## src/hdl/cise_pkg.sv

```systemverilog
package cise_pkg;
   localparam int CISE_DW = 8;
   localparam int CISE_PCW = 11;
   localparam int CISE_AW = 7;
   localparam int CISE_TBW = 3;
   localparam logic [10:0] CISE_SWI_VEC = 11'h001;
   localparam logic [10:0] CISE_PC_RST = 11'h000;
   localparam logic [7:0] CISE_ONE = 8'h01;
   localparam logic [7:0] CISE_ZERO = 8'h00;
   localparam logic [1:0] CISE_BR_CYC = 2'h2;
   localparam logic [1:0] CISE_SWI_CYC = 2'h3;
   localparam logic [1:0] CISE_SKIP_CYC = 2'h2;
   localparam logic [1:0] CISE_ONE_CYC = 2'h1;

   // opcode selector from the decoder outside
   typedef enum logic [2:0]
   {
      CISE_OP_NONE = 3'h0,
      CISE_OP_IRQ_ALLOW = 3'h1,
      CISE_OP_BRANCH_INDEXED = 3'h2,
      CISE_OP_REG_INCREMENT = 3'h3,
      CISE_OP_INCREMENT_SKIP_ZERO = 3'h4,
      CISE_OP_SWI = 3'h5,
      CISE_OP_OR_ACC_REG = 3'h6
   } cise_op_e;

   // one decoded instruction
   typedef struct packed
   {
      cise_op_e op;
      logic [6:0] addr;
      logic dest_reg;
   } cise_instr_s;

   // register file write
   typedef struct packed
   {
      logic en;
      logic [6:0] addr;
      logic [7:0] data;
   } cise_wr_s;
endpackage : cise_pkg

```

## src/hdl/cise_core.sv

```systemverilog
// Function
// - allow-interrupts sets enable bit, one cycle
// - indexed branch loads pointer and accumulator, two cycles
// - increment register to accumulator or register, zero flag
// - increment-skip writes result to selected destination
// - zero result discards fetched instruction, two cycles
// - software interrupt pushes pc+1, jumps to 001
// - OR accumulator with register, selected destination, zero
`timescale 1ns/10ps
`default_nettype none
module cise_core
   import cise_pkg::*;
(
   // clock and reset
   input wire logic i_clk,
   input wire logic i_rst,
   // instruction issue
   input wire logic i_valid,
   input wire cise_instr_s i_instr,
   output logic o_ready,
   // core state inputs
   input wire logic [7:0] i_reg_rdata,
   input wire logic [2:0] i_table_high_pointer,
   input wire logic [7:0] i_acc_load,
   input wire logic i_acc_load_en,
   // register file side
   output logic [6:0] o_reg_raddr,
   output cise_wr_s o_reg_wr,
   // stack push
   output logic o_push,
   output logic [10:0] o_push_data,
   // architectural state
   output logic [7:0] o_accumulator,
   output logic o_zero_flag,
   output logic o_global_irq_allow,
   output logic [10:0] o_pc,
   output logic o_discard
);
   typedef enum logic [1:0]
   {
      CISE_S_RUN = 2'b01,
      CISE_S_WAIT = 2'b10
   } cise_state_e;

   cise_state_e state_r;
   logic [1:0] wait_r;
   logic [7:0] alu_res;
   logic alu_zero;
   logic take;
   logic is_inc;
   logic is_or;

   assign take = i_valid && (state_r == CISE_S_RUN);
   assign o_ready = (state_r == CISE_S_RUN);
   assign o_reg_raddr = i_instr.addr;
   assign is_inc = (i_instr.op == CISE_OP_REG_INCREMENT) ||
                   (i_instr.op == CISE_OP_INCREMENT_SKIP_ZERO);
   assign is_or = (i_instr.op == CISE_OP_OR_ACC_REG);

   cise_alu u_alu
   (
      .i_acc(o_accumulator),
      .i_reg(i_reg_rdata),
      .i_sel_or(is_or),
      .o_res(alu_res),
      .o_zero(alu_zero)
   );

   // multi-cycle sequencing; extra cycles hold off the next issue
   always_ff @(posedge i_clk or posedge i_rst)
   begin
      if (i_rst)
      begin
         state_r <= CISE_S_RUN;
         wait_r <= 2'h0;
      end
      else
      begin
         unique case (state_r)
            CISE_S_RUN:
            begin
               if (take && i_instr.op == CISE_OP_BRANCH_INDEXED)
               begin
                  state_r <= CISE_S_WAIT;
                  wait_r <= CISE_BR_CYC - CISE_ONE_CYC;
               end
               else if (take && i_instr.op == CISE_OP_SWI)
               begin
                  state_r <= CISE_S_WAIT;
                  wait_r <= CISE_SWI_CYC - CISE_ONE_CYC;
               end
               else if (take && alu_zero &&
                        i_instr.op == CISE_OP_INCREMENT_SKIP_ZERO)
               begin
                  state_r <= CISE_S_WAIT;
                  wait_r <= CISE_SKIP_CYC - CISE_ONE_CYC;
               end
            end
            CISE_S_WAIT:
            begin
               wait_r <= wait_r - CISE_ONE_CYC;
               if (wait_r == CISE_ONE_CYC)
                  state_r <= CISE_S_RUN;
            end
         endcase
      end
   end

   // discard pulse during the skip cycle (acts as a nop)
   always_ff @(posedge i_clk or posedge i_rst)
   begin
      if (i_rst)
         o_discard <= 1'b0;
      else
         o_discard <= take && alu_zero &&
                      i_instr.op == CISE_OP_INCREMENT_SKIP_ZERO;
   end

   // global interrupt enable; no other flag is touched
   always_ff @(posedge i_clk or posedge i_rst)
   begin
      if (i_rst)
         o_global_irq_allow <= 1'b0;
      else if (take && i_instr.op == CISE_OP_IRQ_ALLOW)
         o_global_irq_allow <= 1'b1;
   end

   // accumulator: own results win over external loads
   always_ff @(posedge i_clk or posedge i_rst)
   begin
      if (i_rst)
         o_accumulator <= CISE_ZERO;
      else if (take && (is_inc || is_or) && !i_instr.dest_reg)
         o_accumulator <= alu_res;
      else if (i_acc_load_en)
         o_accumulator <= i_acc_load;
   end

   // zero flag from increment and OR only
   always_ff @(posedge i_clk or posedge i_rst)
   begin
      if (i_rst)
         o_zero_flag <= 1'b0;
      else if (take && (is_inc || is_or))
         o_zero_flag <= alu_zero;
   end

   // register writeback when destination select is 1
   always_ff @(posedge i_clk or posedge i_rst)
   begin
      if (i_rst)
         o_reg_wr <= '0;
      else
      begin
         o_reg_wr.en <= take && (is_inc || is_or) && i_instr.dest_reg;
         o_reg_wr.addr <= i_instr.addr;
         o_reg_wr.data <= alu_res;
      end
   end

   // program counter and return push
   always_ff @(posedge i_clk or posedge i_rst)
   begin
      if (i_rst)
      begin
         o_pc <= CISE_PC_RST;
         o_push <= 1'b0;
         o_push_data <= CISE_PC_RST;
      end
      else
      begin
         o_push <= take && i_instr.op == CISE_OP_SWI;
         o_push_data <= o_pc + 11'h001;
         if (take && i_instr.op == CISE_OP_BRANCH_INDEXED)
            o_pc <= {i_table_high_pointer, o_accumulator};
         else if (take && i_instr.op == CISE_OP_SWI)
            o_pc <= CISE_SWI_VEC;
         else if (take)
            o_pc <= o_pc + 11'h001;
         // the dropped slot still uses an address, so the next issue
         // lands past the skipped instruction instead of repeating it
         else if (o_discard)
            o_pc <= o_pc + 11'h001;
      end
   end
endmodule : cise_core
`default_nettype wire

```

## src/hdl/cise_alu.sv

```systemverilog
`timescale 1ns/10ps
`default_nettype none
// increment and OR datapath, wraps modulo 256
module cise_alu
   import cise_pkg::*;
(
   // operands
   input wire logic [7:0] i_acc,
   input wire logic [7:0] i_reg,
   input wire logic i_sel_or,
   // result
   output logic [7:0] o_res,
   output logic o_zero
);
   // 8-bit add drops carry so 0xFF becomes zero
   always_comb
   begin
      if (i_sel_or)
         o_res = i_acc | i_reg;
      else
         o_res = i_reg + CISE_ONE;
      o_zero = (o_res == CISE_ZERO);
   end
endmodule : cise_alu
`default_nettype wire

```

## config.mk

```make
export PLATFORM = sky130hd
export DESIGN_NAME = cise_core
export DESIGN_NICKNAME = d
export VERILOG_FILES = /design/src/hdl/cise_pkg.sv /design/src/hdl/cise_core.sv /design/src/hdl/cise_alu.sv
export SDC_FILE = /design/constraint.sdc
export NUM_CORES = 1
export LEC_CHECK = 0
export ABC_AREA = 0
export BUFFER_PORTS_ARGS = -buffer_cell sky130_fd_sc_hd__buf_2
export CAP_MARGIN = 20
export CORE_ASPECT_RATIO = 1.75
export CORE_MARGIN = 2
export CORE_UTILIZATION = 49
export DETAILED_ROUTE_END_ITERATION = 8
export PLACE_DENSITY_LB_ADDON = 0.25
export SLEW_MARGIN = 20
export SYNTH_ARGS = -nofsm -noshare
export SYNTH_HDL_FRONTEND = slang
export SYNTH_SLANG_ARGS = --single-unit
```

## constraint.sdc

```tcl
create_clock -name i_clk -period 2.35 [get_ports i_clk]
set_clock_uncertainty 0.1 [all_clocks]
set_input_delay 0.47 -clock i_clk [delete_from_list [all_inputs] [get_ports i_clk]]
set_output_delay 0.47 -clock i_clk [all_outputs]
set_load 0.02 [all_outputs]
```

==> results of run 1 <==
==> critical path, delay by kind of cell <==
kind | cells | cell delay, ns
AO/OA/AOI/OAI | 2 | 0.45
buffers and inverters | 1 | 0.10
AND/OR/NAND/NOR | 4 | 1.26
==> stage by stage <==
step | hold WS, ns | setup TNS [ns] | instance area [sq um] | power (mW)
after CTS | 0.105 | 0 | 3170 | 2.84
after detailed placement | 0.340 | -0.315 | 3080 | 2.34
final | 0.0896 | 0 | 3180 | 2.84
after global placement | 0.338 | -0.0909 | 3080 | 2.31
after global routing | 0.125 | 0 | 3180 | 3.00
after floorplan | 0.401 | 0 | 2490 | 1.95
==> cells by family (layout without fill, tap and decap cells) <==
logic type | Yosys count | count (layout) | share of synthesized area
DFF | 54 | 54 | 0.543
buffers and inverters | 30 | 132 | 0.0602
adders and majority gates | 3 | 3 | 0.0151
xor gates and xnor gates | 11 | 11 | 0.0387
and+or+nand+nor | 72 | 72 | 0.153
muxes | 12 | 12 | 0.0487
AOI/OAI and AO/OA | 52 | 52 | 0.142
==> metal layers <==
metal  vias up  GRT usage
met1      1041      0.238
met5         -          0
li1       1023          -
met4         0      0.100
met2        71      0.385
met3        12     0.0278
==> what timing repair did <==
action / 4_1_cts / 5_1_grt
buffers inserted: 0 / 0
setup endpoints to repair: 0 / 2
gates resized for setup: 0 / 1
==> flip-flops by register name, indices dropped and copies added, names as in the netlist <==
name / cells
o_push_data: 11
o_accumulator: 8
state_r: 2
o_global_irq_allow: 1
o_reg_wr: 16
o_pc: 11
o_discard: 1
o_zero_flag: 1
o_push: 1
wait_r: 2
==> cells in the mapped netlist, types with 3 or more instances <==
cell,instances
buf_4,8
nand2_1,20
o21ai_0,20
xnor2_1,10
nor3_1,4
nor2_1,17
a21oi_1,10
ha_1,3
nand3_1,7
inv_1,13
nand3b_1,3
nor4_1,3
dfrtp_1,53
clkbuf_1,7
mux2i_1,11
a221oi_1,6
a32oi_1,5
==> report_power, final <==
part | internal (mW) | total, mW | switching [mW]
clock network | 0.210 | 0.521 | 0.311
registers | 1.15 | 1.31 | 0.164
logic | 0.397 | 1.01 | 0.609
total | 1.75 | 2.84 | 1.08
==> placed cells by master (no fill, tap or decap), types with 6 or more instances in the layout <==
cell / count
buf_4: 19
dfrtp_1: 53
a221oi_1: 6
a21oi_1: 10
inv_1: 12
xnor2_1: 10
mux2i_1: 11
o21ai_0: 20
nor2_1: 17
nand3_1: 7
buf_2: 91
nand2_1: 20
==> worst max-delay path by stage <==
stage | start | endpoint | cells after the start
global placement | i_instr[10] | state_r[1] | 7
detailed placement | i_instr[10] | state_r[1] | 7
floorplan | o_pc[0] | o_pc[10] | 7
global route | state_r[0] | o_pc[9] | 5
finish | i_instr[10] | state_r[1] | 7
CTS | state_r[0] | o_pc[9] | 5
==> layout make-up <==
cell class | instances | area, sq um
repair buffers | 111 | 618
multi-input cells | 150 | 1000
flip-flops and latches | 54 | 1350
fillers | 419 | 1750
clock buffers | 5 | 68.8
clock inverters | 3 | 21.3
well taps | 54 | 67.6
inverters | 13 | 48.8
==> flow_summary_export.csv, run 1 <==
group,metric,value,unit
drt,drt-initial-drc-count,70,
worst_setup_path,r2r_end,"o_pc[9]",
worst_setup_path,required,2.50,ns
final_layout,final_util,0.645,
synthesis,async_flop_share,1.00,
grt,grt_pass1_vias,2059,
clock_network,cts_tree,"built",
floorplanning,design.die.area,0.00570,sq mm
sta,hold_violations,0,
final_layout,diodes,0,
sta,finalCritPeriodShare,0.910,
floorplanning,die_x,57.9,microns
sta,period_needed,2.14,ns
sta,worstMarginPinSlew,0.764,ns
power,p_per_area,891,mW/mm^2
sta,rsz0062_at_grt,"no",
final_layout,finish.net_count,372,
drt,route.met2.wl,3.23,mm
sta,finalMaxSlewViolations,0,
grt,grt_max_degree,55,
grt,grt-ovfl-total,0,
placed_design,dp_hpwl,4.52,mm
drt,routed_wl,5.86,mm
hold_path,hp-class,"in -> async",
floorplanning,die_y,98.3,microns
synthesis,yosysWarnings,0,
status,run_status,"complete, no violations",
worst_setup_path,worstReg2RegStart,"state_r[0]",
job,max-cap-violations,0,
synthesis,yosysTopAreaCell,"dfrtp_1",
worst_setup_path,cp_max_fo,7,
power,p_leak,1.53,nW
synthesis,synth_enable_flop_cells,0,
synthesis,syn_nets,271,
floorplanning,core,0.00493,sq mm
placed_design,place_inst,382,
clock_network,insertion_delay,0.31,ns
floorplanning,boundaryPins,92,
placed_design,placement.setup.worst_slack,-0.0910,ns
clock_network,clock_sinks,54,
power,vdd_drop_max,927,uV
clock_network,cts_buffer_depth,2,
worst_setup_path,slowest_stage,"or3_1",
synthesis,yosysTopAreaCellShare,0.532,
sta,fmax,467,MHz
sta,setup_ws,0.210,ns
worst_setup_path,r2r_cells,5,
grt,antenna_found_initial,0,
clock_network,clk_pin_slew,0.10,ns
worst_setup_path,worstSetupEndpointType,"flop",
clock_network,cts_buffers,5,
final_layout,drive_gt1_frac,0.387,
clock_network,cts_hold_buf,0,
drt,via_count,2147,
synthesis,postSynthAreaPerCell,10.7,sq um
synthesis,ys_seq_area_frac,0.543,
clock_network,htree_levels,2,
clock_network,cts_root_buf,"clkbuf_8",
synthesis,synth_area_leaders,"dfrtp_1 (53%), mux2i_1 (4.4%), o21ai_0 (4.0%)",
worst_setup_path,crit_chain,"buf_2, and3b_4, or3_1, a221oi_1, nor4b_2, and3_1, o32a_1",
floorplanning,initial_core_util,0.505,
sta,timing.slew.headroom,0.489,
final_layout,instances_no_fill,390,
synthesis,synthesis.area,0.00249,sq mm
synthesis,yosys_register_bits,54,
drt,drtAntennaViolNets,0,
worst_setup_path,max_stage_delay,0.37,ns
grt,grt_use_total,0.213,
placed_design,place.gp.congestion,0.800,
drt,wl_met1,2.20,mm
final_layout,area_growth,27.7,%
synthesis,ys.flop_type,"dfrtp_1",
placed_design,io_buffers,91,
worst_setup_path,critPathArrivalTime,2.29,ns
drt,firstDrtPassIters,4,
sta,setup_viol,0,
synthesis,synth.distinct_cells,46,
drt,wire_per_inst,15.0,microns
floorplanning,rows,34,
synthesis,syn_inst,234,
worst_setup_path,crit_type,"in -> reg",
drt,viasPerCell,5.51,
drt,remaining_drc_errors,0,
drt,wl_met3,288,microns
worst_setup_path,reg2reg_slack,0.29,ns
grt,grt_first_pass_wirelength,9.40,mm
drt,highest_layer,"met4",
worst_setup_path,start_kind,"primary input",
(Power assumes the default switching activity.)
==> run 2: changes to the inputs <==
--- a/config.mk
+++ b/config.mk
@@ -16,4 +16,5 @@
 export SLEW_MARGIN = 20
 export SYNTH_ARGS = -nofsm -noshare
 export SYNTH_HDL_FRONTEND = slang
+export SYNTH_HIERARCHICAL = 1
 export SYNTH_SLANG_ARGS = --single-unit
==> flow_summary_export.csv, run 2 <==
group,metric,value,unit
clock_network,clk_pin_slew,0.10,ns
clock_network,insertion_delay,0.31,ns
drt,via_count,2116,
worst_setup_path,required,2.45,ns
job,max-cap-violations,0,
synthesis,yosys_register_bits,54,
placed_design,place.gp.congestion,0.887,
final_layout,area_growth,31.8,%
hold_path,hp-class,"in -> async",
clock_network,cts_buffer_depth,2,
synthesis,synthAdderAreaFrac,0.0150,
synthesis,synth_xor_area_frac,0.0281,
grt,grt_pass1_vias,2090,
worst_setup_path,start_kind,"primary input",
sta,whs,0.121,ns
drt,drtAntennaViolNets,0,
worst_setup_path,critPathArrivalTime,2.53,ns
synthesis,postSynthAreaPerCell,11.2,sq um
floorplanning,initial_core_util,0.506,
final_layout,max_flop_register,"o_reg_wr",
sta,hold_violations,0,
floorplanning,boundaryPins,92,
sta,timing.slew.headroom,0.585,
synthesis,synth_top_family_by_area,"simple AND/OR/NAND/NOR gates",
synthesis,yosysWarnings,6,
power,p_leak,1.63,nW
synthesis,synth_mux_area_frac,0.0888,
worst_setup_path,cp_max_fo,6,
drt,viasPerCell,5.47,
power,p_per_area,956,mW/mm^2
drt,wire_per_inst,15.4,microns
synthesis,async_flop_share,1.00,
sta,rsz0062_at_grt,"yes",
synthesis,yosysTopAreaCellShare,0.532,
floorplanning,die_y,98.4,microns
clock_network,clock_sinks,54,
sta,finalCritPeriodShare,1.03,
synthesis,synthesis.area,0.00249,sq mm
synthesis,synth_area_leaders,"dfrtp_1 (53%), mux2_2 (4.1%), mux2_1 (3.6%)",
clock_network,cts_hold_buf,0,
clock_network,htree_levels,2,
sta,period_needed,2.43,ns
placed_design,placement.setup.worst_slack,-0.485,ns
final_layout,finish.net_count,369,
status,run_status,"finished, violations left",
sta,fmax,412,MHz
power,power.total,3.14,mW
final_layout,largestRegisters,"o_reg_wr (16), o_pc (11), o_push_data (11)",
clock_network,cts_buffers,5,
synthesis,synth_compound_area_frac,0.124,
placed_design,io_buffers,91,
clock_network,cts_root_buf,"clkbuf_8",
final_layout,layout_common_cells,"buf_2 (89), dfrtp_1 (53), buf_4 (27), nor2_1 (18), a21oi_1 (11)",
drt,firstDrtPassIters,4,
synthesis,synth_enable_flop_cells,0,
synthesis,synth_simple_gate_area_frac,0.145,
synthesis,synth.distinct_cells,51,
final_layout,drive_gt1_frac,0.459,
synthesis,yosysTopAreaCell,"dfrtp_1",
status,violations,"setup timing",
floorplanning,die_x,57.9,microns
synthesis,syn_inst,222,
drt,routed_wl,5.95,mm
worst_setup_path,crit_type,"in -> reg",
sta,setup_viol,2,
power,vdd_drop_max,580,uV
synthesis,syn_nets,259,
synthesis,ys_seq_area_frac,0.542,
synthesis,synth_common_cells,"dfrtp_1 (53), nor2_1 (18), a21oi_1 (12)",
sta,setup_ws,-0.0754,ns
worst_setup_path,worstSetupEndpointType,"flop",
placed_design,dp_hpwl,4.44,mm
grt,grt-ovfl-total,0,
floorplanning,rows,34,
grt,antenna_found_initial,0,
sta,finalMaxSlewViolations,0,
grt,grt_use_total,0.215,
floorplanning,core,0.00493,sq mm
synthesis,ys.flop_type,"dfrtp_1",
drt,remaining_drc_errors,0,
floorplanning,design.die.area,0.00570,sq mm
sta,worstMarginPinSlew,0.621,ns
final_layout,largest_reg_flops,16,
drt,drt-initial-drc-count,50,
worst_setup_path,r2r_cells,7,
final_layout,layout_commonest_cell,"buf_2",
grt,grt_first_pass_wirelength,9.43,mm
synthesis,yosysMostFrequentCell,"dfrtp_1",
clock_network,cts_tree,"built",
final_layout,diodes,0,
grt,grt_max_degree,29,
==> run 2: cell count changes after synthesis, moves of 5 or more <==
cell	delta
nand2_1	-15
buf_2	+5
mux2_1	+8
clkbuf_1	-5
xnor2_1	-5
mux2i_1	-8
a22oi_1	+5
mux2_2	+8
o21ai_0	-11
==> run 2: cell type report <==
class	instances	area (sq um)
repair buffers	119	691
well taps	54	67.6
flip-flops and latches	54	1350
inverters	11	41.3
clock buffers	6	82.6
multi-input cells	141	1040
clock inverters	2	16.3
fillers	416	1650
==> run 2: metal layers <==
metal	GRT usage	part of all wire	vias up
met5	0	0	-
met4	0.0966	0.029	0
met3	0.0397	0.052	14
met2	0.392	0.56	75
met1	0.230	0.36	1023
li1	-	-	1004
==> run 2: timing repair <==
item                                    in CTS  in global routing
resized for setup                            2                  5
pin swaps                                    2                  0
endpoints found under the setup margin       4                  4
endpoints found under the hold margin        0                  0
buffers inserted                             3                  3
==> run 2: stage by stage <==
step / instance area, sq um / TNS (ns) / std cells / util
final: 3290 / -0.147 / 387 / 0.667
after global routing: 3290 / -0.366 / 387 / 0.667
after CTS: 3240 / -0.0834 / 384 / 0.657
after detailed placement: 3110 / -1.71 / 373 / 0.630
after global placement: 3110 / -1.47 / 373 / 0.630
after floorplan: 2510 / -0.309 / 222 / -
==> run 2: power by group <==
part | internal [mW] | leakage (nW) | switching (mW)
Sequential | 1.18 | 0.639 | 0.190
Clock | 0.243 | 0.0478 | 0.316
Combinational | 0.498 | 0.944 | 0.716
==> run 2: path summary, 6_finish.rpt <==
path / start / to / slack, ns
max: i_instr[10] / wait_r[1] / -0.08
min: i_rst / o_reg_wr[14] / 0.12
max reg2reg: o_accumulator[5] / wait_r[1] / 0.22
min reg2reg: o_global_irq_allow / o_global_irq_allow / 0.41
max in group asynchronous: i_rst / o_accumulator[7] / 1.46
min in group i_clk: i_instr[3] / o_reg_wr[10] / 0.17
==> run 2: cells by family (layout without fill, tap and decap cells) <==
group | after synthesis | count (layout)
buffers and inverters | 27 | 138
multiplexers | 20 | 20
adder cells (fa/ha/maj) | 3 | 3
AND/OR/NAND/NOR | 64 | 64
AO/OA/AOI/OAI | 46 | 46
XOR/XNOR | 8 | 8
flip-flops | 54 | 54
==> run 2: critical path, stage by stage <==
cell and delay, ns:
buf_6 0.08, nor2b_4 0.13, and2_4 0.18, and4b_4 0.23, a221o_1 0.31, a21oi_1 0.13
and4b_1 0.26, nor2_1 0.06, o31ai_1 0.21, a21boi_1 0.14, a221o_1 0.33
==> run 3: changes to the inputs <==
--- a/config.mk
+++ b/config.mk
@@ -13,6 +13,7 @@
 export CORE_UTILIZATION = 49
 export DETAILED_ROUTE_END_ITERATION = 8
 export PLACE_DENSITY_LB_ADDON = 0.25
+export SETUP_SLACK_MARGIN = 0.3
 export SLEW_MARGIN = 20
 export SYNTH_ARGS = -nofsm -noshare
 export SYNTH_HDL_FRONTEND = slang
==> flow_summary_export.csv, run 3 (synthesis gave the netlist of run 2 again) <==
group,metric,value,unit
grt,grt.busiest_layer,"met2",
final_layout,layout_common_cells,"buf_2 (89), dfrtp_1 (53), buf_4 (23), nor2_1 (18), a21oi_1 (11)",
sta,worstMarginPinSlew,0.621,ns
sta,fmax,411,MHz
worst_setup_path,start_kind,"primary input",
worst_setup_path,worstSetupEndpointType,"flop",
grt,grt_pass1_vias,2090,
floorplanning,rows,34,
worst_setup_path,required,2.45,ns
drt,firstDrtPassIters,5,
sta,rsz0062_at_grt,"yes",
power,p_per_area,950,mW/mm^2
sta,period_needed,2.43,ns
grt,grt_max_degree,29,
power,power.total,3.15,mW
drt,remaining_drc_errors,0,
hold_path,hp-class,"in -> async",
placed_design,place_inst,373,
worst_setup_path,path_common_cell,"a221o_1",
status,run_status,"finished, violations left",
power,p_leak,1.64,nW
worst_setup_path,critPathArrivalTime,2.54,ns
sta,setup_ws,-0.0844,ns
worst_setup_path,crit_type,"in -> reg",
final_layout,finish.net_count,369,
floorplanning,die_y,98.4,microns
grt,grt_first_pass_wirelength,9.46,mm
worst_setup_path,max_stage_delay,0.33,ns
job,max-cap-violations,0,
power,switching_power,1.22,mW
floorplanning,initial_core_util,0.506,
power,p_seq_frac,0.435,
status,violations,"setup timing",
sta,timing.slew.headroom,0.586,
floorplanning,die_x,57.9,microns
final_layout,max_flop_register,"o_reg_wr",
grt,grt-ovfl-total,0,
drt,via_count,2112,
final_layout,area_growth,32.7,%
clock_network,insertion_delay,0.31,ns
power,p_clk_frac,0.177,
sta,finalCritPeriodShare,1.04,
clock_network,cts_tree,"built",
final_layout,diodes,0,
power,p_int,1.93,mW
floorplanning,design.die.area,0.00570,sq mm
grt,antenna_found_initial,0,
grt,globalRouteMet1Util,0.233,
power,combPwrFrac,0.388,
drt,wire_per_inst,15.3,microns
worst_setup_path,reg2reg_slack,0.22,ns
final_layout,drive_gt1_frac,0.462,
placed_design,io_buffers,91,
grt,grt_use_total,0.215,
drt,viasPerCell,5.46,
floorplanning,boundaryPins,92,
clock_network,clock_sinks,54,
grt,grt_use_met2,0.391,
power,switching_share,0.388,
final_layout,instances_no_fill,387,
sta,hold_violations,0,
clock_network,htree_levels,2,
clock_network,cts_root_buf,"clkbuf_8",
placed_design,place.gp.congestion,0.887,
drt,drtAntennaViolNets,0,
final_layout,num-fill-cells,413,
clock_network,cts_buffers,5,
sta,whs,0.121,ns
worst_setup_path,crit_chain,"buf_6, nor2b_4, and2_4, and4b_4, a221o_1, a21oi_1, and4b_1, nor2_1, o31ai_1, a21boi_1, a221o_1",
sta,finalMaxSlewViolations,0,
placed_design,dp_hpwl,4.44,mm
final_layout,largest_reg_flops,16,
drt,drt-initial-drc-count,31,
drt,routed_wl,5.94,mm
sta,setup_viol,3,
floorplanning,core,0.00493,sq mm
clock_network,clk_pin_slew,0.10,ns
worst_setup_path,slowest_stage,"a221o_1",
final_layout,layout_commonest_cell,"buf_2",
worst_setup_path,cp_max_fo,6,
power,vdd_drop_max,581,uV
final_layout,largestRegisters,"o_reg_wr (16), o_pc (11), o_push_data (11)",
grt,use_met3,0.0397,
clock_network,cts_buffer_depth,2,
-- run 3: cell count changes in the layout (fill, tap and decap cells not counted) --
cell	before	now
mux2_4	0	2
mux2_1	8	7
buf_6	2	6
buf_4	27	23
mux2_2	9	8
-- run 3: final timing paths --
check                                   start                 end  cells after the start
setup / recovery                  i_instr[10]           wait_r[1]                     11
hold / removal                          i_rst        o_reg_wr[14]                      2
setup reg to reg             o_accumulator[6]           wait_r[1]                      7
hold reg to reg            o_global_irq_allow  o_global_irq_allow                      1
max in group asynchronous               i_rst    o_accumulator[7]                      3
min in group i_clk                 i_instr[3]        o_reg_wr[10]                      1
-- run 3: through the flow --
step	util	instance area [sq um]	setup TNS [ns]	setup slack [ns]
after detailed placement	0.630	3110	-1.71	-0.485
after floorplan	-	2510	-0.309	-0.155
after CTS	0.659	3250	-0.0834	-0.0537
after global placement	0.630	3110	-1.47	-0.427
after global routing	0.671	3310	-0.445	-0.164
final	0.671	3310	-0.159	-0.0844
-- run 3: worst max-delay path: cells and delay by family --
family	cells	cell delay [ns]
AOI/OAI and AO/OA	5	1.13
and+or+nand+nor	5	0.86
buffers and inverters	1	0.07
-- run 3: what timing repair did --
item                                    4_1_cts  5_1_grt
pin swaps                                     2        0
hold buffers                                  0        0
endpoints found under the setup margin        4        6
resized for setup                             5        8
cloned                                        0        0
setup buffers                                 3        3
-- run 3: area by class of cell --
cell class | count | area, sq um | share of cell area
Sequential cell | 54 | 1350 | 0.408
Multi-Input combinational cell | 141 | 1050 | 0.316
Timing Repair Buffer | 119 | 706 | 0.213
Clock buffer | 6 | 82.6 | 0.0249
Tap cell | 54 | 67.6 | 0.0204
Inverter | 11 | 41.3 | 0.0125
Clock inverter | 2 | 16.3 | 0.00491
-- run 3: power by group through the flow --
stage | Clock [mW] | Sequential (mW) | Combinational [mW]
2_1_floorplan | 0 | 1.62 | 0.539
5_1_grt | 0.604 | 1.41 | 1.33
6_report | 0.558 | 1.37 | 1.22
4_1_cts | 0.573 | 1.37 | 1.22
3_3_place_gp | 0 | 1.38 | 1.18
3_5_place_dp | 0 | 1.39 | 1.20
-- run 3: layer usage --
layer	vias up	part of all wire
met5	-	0
li1	1005	-
met4	0	0.029
met2	78	0.56
met3	14	0.054
met1	1015	0.36
